`config.mk`:
```
export PLATFORM = sky130hd
export DESIGN_NAME = sweep_burst_sequencer
export DESIGN_NICKNAME = d
export VERILOG_FILES = /design/src/level_sync.v /design/src/sweep_burst_sequencer.v
export VERILOG_INCLUDE_DIRS = /design/src
export SDC_FILE = /design/constraint.sdc
export NUM_CORES = 1
export LEC_CHECK = 0
export ABC_AREA = 0
export BUFFER_PORTS_ARGS = -buffer_cell sky130_fd_sc_hd__buf_2
export CORE_MARGIN = 2
export CORE_UTILIZATION = 45
export CTS_CLUSTER_SIZE = 8
export DETAILED_ROUTE_END_ITERATION = 16
export GPL_TIMING_DRIVEN = 0
export PLACE_DENSITY = 0.65
export SYNTH_ARGS = -nofsm -noshare
export SYNTH_HDL_FRONTEND = slang
export SYNTH_HIERARCHICAL = 1
export SYNTH_SLANG_ARGS = --single-unit
export TNS_END_PERCENT = 20
```
`constraint.sdc`:
```
create_clock -name pclk -period 13.2 [get_ports pclk]
set_input_delay 2.64 -clock pclk [delete_from_list [all_inputs] [get_ports pclk]]
set_output_delay 2.64 -clock pclk [all_outputs]
set_load 0.02 [all_outputs]
```
`src/sweep_burst_consts.vh`:
```
// offsets, field positions, reset values and limits for the sweep/burst sequencer
// assumes a 32-bit apb register bus, one aligned word per register
`ifndef SWEEP_BURST_CONSTS_VH
`define SWEEP_BURST_CONSTS_VH

// register byte offsets
`define OFS_CTRL        8'h00
`define OFS_START_FREQ  8'h04
`define OFS_STOP_FREQ   8'h08
`define OFS_MARK_FREQ   8'h0c
`define OFS_BURST_CNT   8'h10
`define OFS_START_PHASE 8'h14
`define OFS_TIMER_PER   8'h18
`define OFS_COMMAND     8'h1c
`define OFS_STATUS      8'h20
`define OFS_CYCLES      8'h24

// control fields
`define CTRL_SWEEP_EN   0
`define CTRL_MARK_EN    1
`define CTRL_BURST_EN   2
`define CTRL_GATED      3
`define CTRL_INFINITE   4
`define CTRL_SRC_LO     5
`define CTRL_SRC_HI     6
`define CTRL_TRIG_OUT   7
`define CTRL_GATE_POL   8
`define CTRL_W          9

// trigger sources
`define SRC_EXT         2'h0
`define SRC_TIMER       2'h1
`define SRC_MANUAL      2'h2
`define SRC_REMOTE      2'h3

// command fields
`define CMD_MANUAL      0
`define CMD_REMOTE      1

// status fields
`define STAT_BURST_RUN  0
`define STAT_SYNC       1
`define STAT_REJECT     2
`define STAT_GATE       3
`define STAT_SWEEP_RUN  4
`define STAT_WAVE_RUN   5

// reset values and limits
`define RST_CTRL        9'h000
`define RST_BURST_CNT   16'h0001
`define RST_TIMER_PER   32'h000f4240
`define BURST_MIN       16'h0001
`define BURST_MAX       16'hc350
`define PHASE_DEG_MAX   9'h168

`endif

```
`src/level_sync.v`:
```
// two-flop synchroniser for asynchronous input levels
// assumes a single clock domain on pclk
`timescale 1ns/1ps
module level_sync #(
   parameter WIDTH = 2
) (
   input  wire             pclk,
   input  wire             presetn,
   input  wire [WIDTH-1:0] async_in,
   output wire [WIDTH-1:0] sync_out
);
   reg [WIDTH-1:0] stage1;
   reg [WIDTH-1:0] stage2;

   always @(posedge pclk or negedge presetn) begin
      if (!presetn) begin
         stage1 <= {WIDTH{1'b0}};
         stage2 <= {WIDTH{1'b0}};
      end else begin
         stage1 <= async_in;
         stage2 <= stage1;
      end
   end

   assign sync_out = stage2;
endmodule

```
`src/sweep_burst_sequencer.v`:
```
// sweep sync/marker output and burst sequencing for a waveform synthesizer
// assumes the phase engine advances one record point per point_tick while wave_run is high,
// loads start_index on load_phase, and reports the swept frequency on sweep_freq
`timescale 1ns/1ps
`include "sweep_burst_consts.vh"
module sweep_burst_sequencer #(
   parameter FREQ_W = 32,
   parameter IDX_W  = 13,
   parameter REC_LEN = 8192
) (
   input  wire              pclk,
   input  wire              presetn,
   input  wire              psel,
   input  wire              penable,
   input  wire              pwrite,
   input  wire [7:0]        paddr,
   input  wire [31:0]       pwdata,
   output reg  [31:0]       prdata,
   output wire              pready,
   output wire              pslverr,
   input  wire              trig_in,
   output reg               trig_out,
   output wire              trig_oe,
   output reg               sync_out,
   output reg               sweep_start,
   input  wire              sweep_done,
   input  wire [FREQ_W-1:0] sweep_freq,
   output reg  [FREQ_W-1:0] start_freq,
   output reg  [FREQ_W-1:0] stop_freq,
   output reg               wave_run,
   output reg               load_phase,
   output reg  [IDX_W-1:0]  start_index,
   input  wire              point_tick,
   input  wire [IDX_W-1:0]  phase_index
);
   localparam ST_IDLE = 1'b0;
   localparam ST_RUN  = 1'b1;

   reg [`CTRL_W-1:0] ctrl;
   reg [FREQ_W-1:0]  mark_freq;
   reg [15:0]        burst_cnt;
   reg [8:0]         phase_deg;
   reg [31:0]        timer_per;
   reg [31:0]        timer_cnt;
   reg               reject;
   reg               state;
   reg [15:0]        cycles_done;
   reg               sweep_active;
   reg               sweep_up;
   reg               trig_q;
   reg               gate_stop;

   wire       pin_sync;
   wire       trig_lvl = pin_sync;
   wire [1:0] trig_src = ctrl[`CTRL_SRC_HI:`CTRL_SRC_LO];

   level_sync #(
      .WIDTH    (1)
   ) u_sync (
      .pclk     (pclk),
      .presetn  (presetn),
      .async_in (trig_in),
      .sync_out (pin_sync)
   );

   // apb decode
   function mapped;
      input [7:0] a;
      begin
         if (a == `OFS_CTRL || a == `OFS_START_FREQ || a == `OFS_STOP_FREQ)
            mapped = 1'b1;
         else if (a == `OFS_MARK_FREQ || a == `OFS_BURST_CNT || a == `OFS_START_PHASE)
            mapped = 1'b1;
         else if (a == `OFS_TIMER_PER || a == `OFS_COMMAND || a == `OFS_STATUS)
            mapped = 1'b1;
         else if (a == `OFS_CYCLES)
            mapped = 1'b1;
         else
            mapped = 1'b0;
      end
   endfunction

   // degrees to record point: 0 -> first, 360 -> last
   function [IDX_W-1:0] deg_to_index;
      input [8:0] deg;
      reg   [31:0] prod;
      begin
         prod = deg * (REC_LEN - 1);
         prod = prod / 360;
         deg_to_index = prod[IDX_W-1:0];
      end
   endfunction

   wire wr_en  = psel & penable & pwrite;
   wire setup  = psel & ~penable;
   assign pready  = 1'b1;
   assign pslverr = psel & penable & ~mapped(paddr);

   wire cmd_wr  = wr_en && paddr == `OFS_COMMAND;
   wire manual  = cmd_wr & pwdata[`CMD_MANUAL];
   wire remote  = cmd_wr & pwdata[`CMD_REMOTE];

   wire [FREQ_W-1:0] span_lo = (start_freq <= stop_freq) ? start_freq : stop_freq;
   wire [FREQ_W-1:0] span_hi = (start_freq <= stop_freq) ? stop_freq : start_freq;
   wire mark_ok = pwdata[FREQ_W-1:0] >= span_lo && pwdata[FREQ_W-1:0] <= span_hi;
   // upper bits must be clear so an oversized word cannot alias into range
   wire cnt_ok  = pwdata[31:16] == 16'h0000 && pwdata[15:0] >= `BURST_MIN &&
                  pwdata[15:0] <= `BURST_MAX;
   wire phase_ok = pwdata[31:9] == 23'h000000 && pwdata[8:0] <= `PHASE_DEG_MAX;

   // register writes
   always @(posedge pclk or negedge presetn) begin
      if (!presetn) begin
         ctrl       <= `RST_CTRL;
         start_freq <= {FREQ_W{1'b0}};
         stop_freq  <= {FREQ_W{1'b0}};
         mark_freq  <= {FREQ_W{1'b0}};
         burst_cnt  <= `RST_BURST_CNT;
         phase_deg  <= 9'h000;
         timer_per  <= `RST_TIMER_PER;
         reject     <= 1'b0;
      end else if (wr_en) begin
         if (paddr == `OFS_CTRL) begin
            ctrl <= pwdata[`CTRL_W-1:0];
         end else if (paddr == `OFS_START_FREQ) begin
            start_freq <= pwdata[FREQ_W-1:0];
         end else if (paddr == `OFS_STOP_FREQ) begin
            stop_freq <= pwdata[FREQ_W-1:0];
         end else if (paddr == `OFS_MARK_FREQ) begin
            if (mark_ok)
               mark_freq <= pwdata[FREQ_W-1:0];
            reject <= ~mark_ok;
         end else if (paddr == `OFS_BURST_CNT) begin
            if (cnt_ok)
               burst_cnt <= pwdata[15:0];
            reject <= ~cnt_ok;
         end else if (paddr == `OFS_START_PHASE) begin
            if (phase_ok)
               phase_deg <= pwdata[8:0];
            reject <= ~phase_ok;
         end else if (paddr == `OFS_TIMER_PER) begin
            timer_per <= pwdata;
         end
      end
   end

   // read data captured in setup, stands through access
   always @(posedge pclk or negedge presetn) begin
      if (!presetn) begin
         prdata <= 32'h00000000;
      end else if (setup) begin
         prdata <= 32'h00000000;
         if (paddr == `OFS_CTRL)
            prdata[`CTRL_W-1:0] <= ctrl;
         else if (paddr == `OFS_START_FREQ)
            prdata[FREQ_W-1:0] <= start_freq;
         else if (paddr == `OFS_STOP_FREQ)
            prdata[FREQ_W-1:0] <= stop_freq;
         else if (paddr == `OFS_MARK_FREQ)
            prdata[FREQ_W-1:0] <= mark_freq;
         else if (paddr == `OFS_BURST_CNT)
            prdata[15:0] <= burst_cnt;
         else if (paddr == `OFS_START_PHASE)
            prdata[8:0] <= phase_deg;
         else if (paddr == `OFS_TIMER_PER)
            prdata <= timer_per;
         else if (paddr == `OFS_STATUS)
            prdata[5:0] <= {wave_run, sweep_active, trig_lvl ^ ctrl[`CTRL_GATE_POL],
                            reject, sync_out, state};
         else if (paddr == `OFS_CYCLES)
            prdata[15:0] <= cycles_done;
      end
   end

   // internal timer trigger
   wire timer_hit = trig_src == `SRC_TIMER && timer_cnt >= timer_per;
   always @(posedge pclk or negedge presetn) begin
      if (!presetn)
         timer_cnt <= 32'h00000000;
      else if (trig_src != `SRC_TIMER || timer_hit)
         timer_cnt <= 32'h00000000;
      else
         timer_cnt <= timer_cnt + 32'h00000001;
   end

   // trigger selection
   wire ext_used = ~ctrl[`CTRL_TRIG_OUT];
   wire ext_edge = ext_used & trig_lvl & ~trig_q;
   reg  trig;
   always @* begin
      trig = 1'b0;
      case (trig_src)
         `SRC_EXT:    trig = ext_edge;
         `SRC_TIMER:  trig = timer_hit;
         `SRC_MANUAL: trig = manual;
         `SRC_REMOTE: trig = remote;
         default:     trig = 1'b0;
      endcase
   end
   wire internal_trig = trig & (trig_src != `SRC_EXT);

   assign trig_oe = ctrl[`CTRL_TRIG_OUT];
   always @(posedge pclk or negedge presetn) begin
      if (!presetn) begin
         trig_q   <= 1'b0;
         trig_out <= 1'b0;
      end else begin
         trig_q   <= trig_lvl;
         trig_out <= ctrl[`CTRL_TRIG_OUT] & internal_trig;
      end
   end

   // sweep and sync
   wire burst_mode = ctrl[`CTRL_BURST_EN];
   wire sweep_mode = ctrl[`CTRL_SWEEP_EN] & ~burst_mode;
   wire [FREQ_W:0] mid_sum = {1'b0, start_freq} + {1'b0, stop_freq};
   wire [FREQ_W-1:0] mid_freq = mid_sum[FREQ_W:1];
   wire [FREQ_W-1:0] fall_freq = ctrl[`CTRL_MARK_EN] ? mark_freq : mid_freq;
   wire reached = sweep_up ? (sweep_freq >= fall_freq) : (sweep_freq <= fall_freq);

   always @(posedge pclk or negedge presetn) begin
      if (!presetn) begin
         sweep_active <= 1'b0;
         sweep_start  <= 1'b0;
         sweep_up     <= 1'b1;
         sync_out     <= 1'b0;
      end else begin
         sweep_start <= 1'b0;
         if (!sweep_mode) begin
            sweep_active <= 1'b0;
            sync_out     <= 1'b0;
         end else if (!sweep_active && trig) begin
            sweep_start  <= 1'b1;
            sweep_active <= 1'b1;
            sweep_up     <= start_freq <= stop_freq;
            sync_out     <= 1'b1;
         end else if (sweep_active) begin
            if (sweep_done)
               sweep_active <= 1'b0;
            if (!sweep_start && reached)
               sync_out <= 1'b0;
         end
      end
   end

   // burst sequencing
   wire gate_true = (trig_lvl ^ ctrl[`CTRL_GATE_POL]) & ext_used;
   wire gated     = ctrl[`CTRL_GATED];
   wire cycle_end = point_tick & (phase_index == start_index);

   always @(posedge pclk or negedge presetn) begin
      if (!presetn) begin
         state       <= ST_IDLE;
         wave_run    <= 1'b0;
         load_phase  <= 1'b0;
         start_index <= {IDX_W{1'b0}};
         cycles_done <= 16'h0000;
         gate_stop   <= 1'b0;
      end else begin
         load_phase <= 1'b0;
         if (state == ST_IDLE)
            start_index <= deg_to_index(phase_deg);
         case (state)
            ST_IDLE: begin
               wave_run  <= 1'b0;
               gate_stop <= 1'b0;
               if (burst_mode && gated && gate_true) begin
                  state      <= ST_RUN;
                  wave_run   <= 1'b1;
                  load_phase <= 1'b1;
               end else if (burst_mode && !gated && trig) begin
                  state       <= ST_RUN;
                  wave_run    <= 1'b1;
                  load_phase  <= 1'b1;
                  cycles_done <= 16'h0000;
               end
            end
            ST_RUN: begin
               // further triggers have no effect here
               if (!burst_mode) begin
                  state    <= ST_IDLE;
                  wave_run <= 1'b0;
               end else if (gated) begin
                  if (!gate_true)
                     gate_stop <= 1'b1;
                  if (cycle_end && (gate_stop || !gate_true)) begin
                     state    <= ST_IDLE;
                     wave_run <= 1'b0;
                  end
               end else if (cycle_end) begin
                  if (!ctrl[`CTRL_INFINITE]) begin
                     cycles_done <= cycles_done + 16'h0001;
                     if (cycles_done + 16'h0001 >= burst_cnt) begin
                        state    <= ST_IDLE;
                        wave_run <= 1'b0;
                     end
                  end
               end
            end
            default: begin
               state    <= ST_IDLE;
               wave_run <= 1'b0;
            end
         endcase
      end
   end
endmodule

```
==> flow_summary.yaml <==
route:
  detail_route.vias_per_cell: 6.20
  wire_per_inst_um: 22.8
  wirelength_um: 89500
  route.detailed.drc: 0
  drt_iter0_markers: 2477
  vias: 24339
  drtPass1Iterations: 6
  ant_nets: 0
pwr:
  p_per_area_nw_per_um2: 73.3
  vdd_ir_drop_max_v: 0.0000817
  p_total_uw: 2170
  power_leakage_uw: 0.0143
floorplan:
  die_height_um: 237
  dieArea_um2: 56100
  coreArea_um2: 53700
  initial_core_util: 0.455
  num_rows: 85
  io_pins: 210
  die_w_um: 237
synthesis:
  netlist.area_leader.share: 0.265
  syn-cell-area_um2: 24400
  synth_async_sr_flop_share: 1.00
  ys_seq_area_frac: 0.275
  synthTopCellsByCount: "dfrtp_1 (259), ha_1 (258), nand2_1 (242), nor2_1 (234), a21oi_1 (218)"
  ys_seq_elements: 268
  synthDistinctLibCells: 111
  ys_top_cells_by_area: "dfrtp_1 (27%), ha_1 (13%), mux2_2 (5.0%), a21oi_1 (4.5%), o21ai_0 (4.3%)"
  avgSynthCellArea_um2: 8.57
  yosysTopAreaCell: "dfrtp_1"
  ys_warn_count: 6
  syn_inst: 2850
  syn_nets: 3229
  synth_ff_type: "dfrtp_1"
  yosysMostFrequentCell: "dfrtp_1"
  synth_edf_count: 0
placed_design:
  hpwl_um: 67700
  place.gp.congestion: 1.01
  io_buffer_count: 207
  dp_slack_ns: -2.65
  dp_cells: 3757
timing:
  finalSetupTns_ns: -1.00
  tightest_slew_ns: 1.16
  clock_skew_ns: 0.0265
  setup_viol: 2
  relSlewSlack: 0.218
  drv_slew: 0
  finalCritPeriodShare: 1.04
  period_needed_ns: 13.73
  rsz0062_at_grt: "true"
  hold_viol_final: 0
  postLayoutSetupSlackWorst_ns: -0.531
  max_freq_mhz: 72.8
grt:
  grt_pass1_vias: 23569
  grt_overflow: 0
  grt_use_total: 0.312
  antenna_found_initial: 4
  grt_max_degree: 105
  grt_use_met2: 0.497
  met1_usage: 0.432
  grt_pass1_wl_um: 137000
  grt-busiest-layer: "met2"
  use_met3: 0.0481
critical_path:
  cp_slowest_cell: "fa_2"
  critPathLaunchType: "flip-flop"
  crit_required_ns: 13.59
  crit_fanout: 6
  crit_top_cell: "buf_4"
  path_class: "reg -> reg"
  slowest_delay_ns: 0.65
  critical_path_buf_inv_count: 13
  path_delay_family: "compound AO/OA/AOI/OAI gates"
  endpoint_kind: "flip-flop"
  arrival_ns: 14.12
clock_tree:
  holdBufCountCts: 0
  cts_made_buffers: 40
  clkLatencyLatePin_ns: 0.58
  clk_pin_slew_ns: 0.05
  htree_num_levels: 2
  cts_tree: "done"
  clk_path_buf_depth: 3
  ctsRootBufferMaster: "clkbuf_16"
  cts.sinks: 268
cells_and_area:
  area_delta_synth_final_pct: 21.1
  nets: 3582
  drive_gt1_frac: 0.218
  stdcell_count: 3925
flow_run:
  maxCapViolations: 0
status:
  status: "complete, but fails checks"
  violations: "setup timing"
worst_hold_path:
  hold_class: "reg -> reg"
[area by class of cell]
cell class	instances	area [µm²]
Clock buffer	62	1110
Antenna cell	2	5.00
Fill cell	4845	24100
Timing Repair Buffer	318	1970
Sequential cell	268	6730
Buffer	125	568
Multi-Input combinational cell	2285	17600
Tap cell	696	871
Clock inverter	4	106
Inverter	165	619
[what timing repair did]
item | 4_1_cts | 5_1_grt
pin swaps | 94 | 25
endpoints found under the setup margin | 5 | 3
setup buffers | 98 | 8
resized for setup | 194 | 34
gates cloned | 2 | 0
hold endpoints to repair | 0 | 0
[state kept, by name, indices dropped and copies added, names as in the netlist, 9 cells and up]
register and count:
timer_cnt 32, stop_freq 32, prdata 32, timer_per 32
mark_freq 32, start_freq 32, ctrl 9, start_index 13
burst_cnt 16, phase_deg 9, cycles_done 16
[placed cells by master, fill, tap and decap left out, types with 24 or more instances in the layout]
master,synthesis,routed
a21o_1,63,61
a21oi_1,218,206
a22oi_1,30,29
a31oi_1,25,24
buf_2,15,212
buf_4,4,104
clkbuf_1,97,110
clkbuf_16,0,41
dfrtp_1,259,250
ha_1,258,249
inv_1,164,157
mux2_2,108,105
mux2i_1,55,47
nand2_1,242,237
nand2b_1,42,40
nand3_1,82,78
nand4_1,45,45
nor2_1,234,226
nor2b_1,37,36
nor3_1,48,40
o211ai_1,33,33
o21ai_0,208,204
o21bai_1,32,32
xnor2_1,89,81
xor2_1,53,48
[final timing paths]
| check | from | end | slack [ns] | cells after the start |
|---|---|---|---|---|
| hold reg to reg | u_sync/stage1$_DFF_PN0_ | u_sync/sync_out$_DFF_PN0_ | 0.35 | 0 |
| setup reg to reg | phase_deg[0]$_DFFE_PN0P_ | start_index[0]$_DFFE_PN0N_ | -0.53 | 55 |
| min in group asynchronous | presetn | start_freq[30]$_DFFE_PN0P_ | 2.12 | 1 |
| max in group asynchronous | presetn | timer_per[9]$_DFFE_PN1P_ | 9.71 | 3 |
| setup / recovery | phase_deg[0]$_DFFE_PN0P_ | start_index[0]$_DFFE_PN0N_ | -0.53 | 55 |
| hold / removal | u_sync/stage1$_DFF_PN0_ | u_sync/sync_out$_DFF_PN0_ | 0.35 | 0 |
[cell families after synthesis]
logic type      count (synthesis)  share of synthesized area
compound gates                827                      0.224
xor+xnor                      148                     0.0549
fa+ha+maj                     288                      0.156
buf+inv                       298                     0.0482
flops                         268                      0.275
mux                           166                     0.0740
other cells                     1                   0.000154
simple gates                  854                      0.168
[through the flow]
step	cell area, µm²	hold WS (ns)	util
after floorplan	24500	0.331	-
after global placement	26400	0.335	0.491
after detailed placement	26400	0.346	0.492
after CTS	29400	0.357	0.546
after global routing	29600	0.359	0.551
final	29600	0.353	0.551
[report_power, final]
group / internal (µW) / switching [µW]
Clock: 617 / 409
Combinational: 106 / 182
Sequential: 836 / 17.6
[per-layer routing]
layer	vias up	share of wire
met1	12012	0.43
met3	186	0.087
met2	1084	0.45
li1	11051	-
met4	6	0.033
met5	-	0.00039
[worst register-to-register path, delay by kind of cell, from the launching register on]
family / cells / cell delay [ns]
buf+inv: 13 / 1.86
mux: 2 / 0.56
compound gates: 24 / 6.36
simple gates: 9 / 1.77
fa+ha+maj: 5 / 2.30
xor+xnor: 2 / 0.30
flops: 1 / 0.42
No activity file was read; power rests on OpenSTA's default activity.
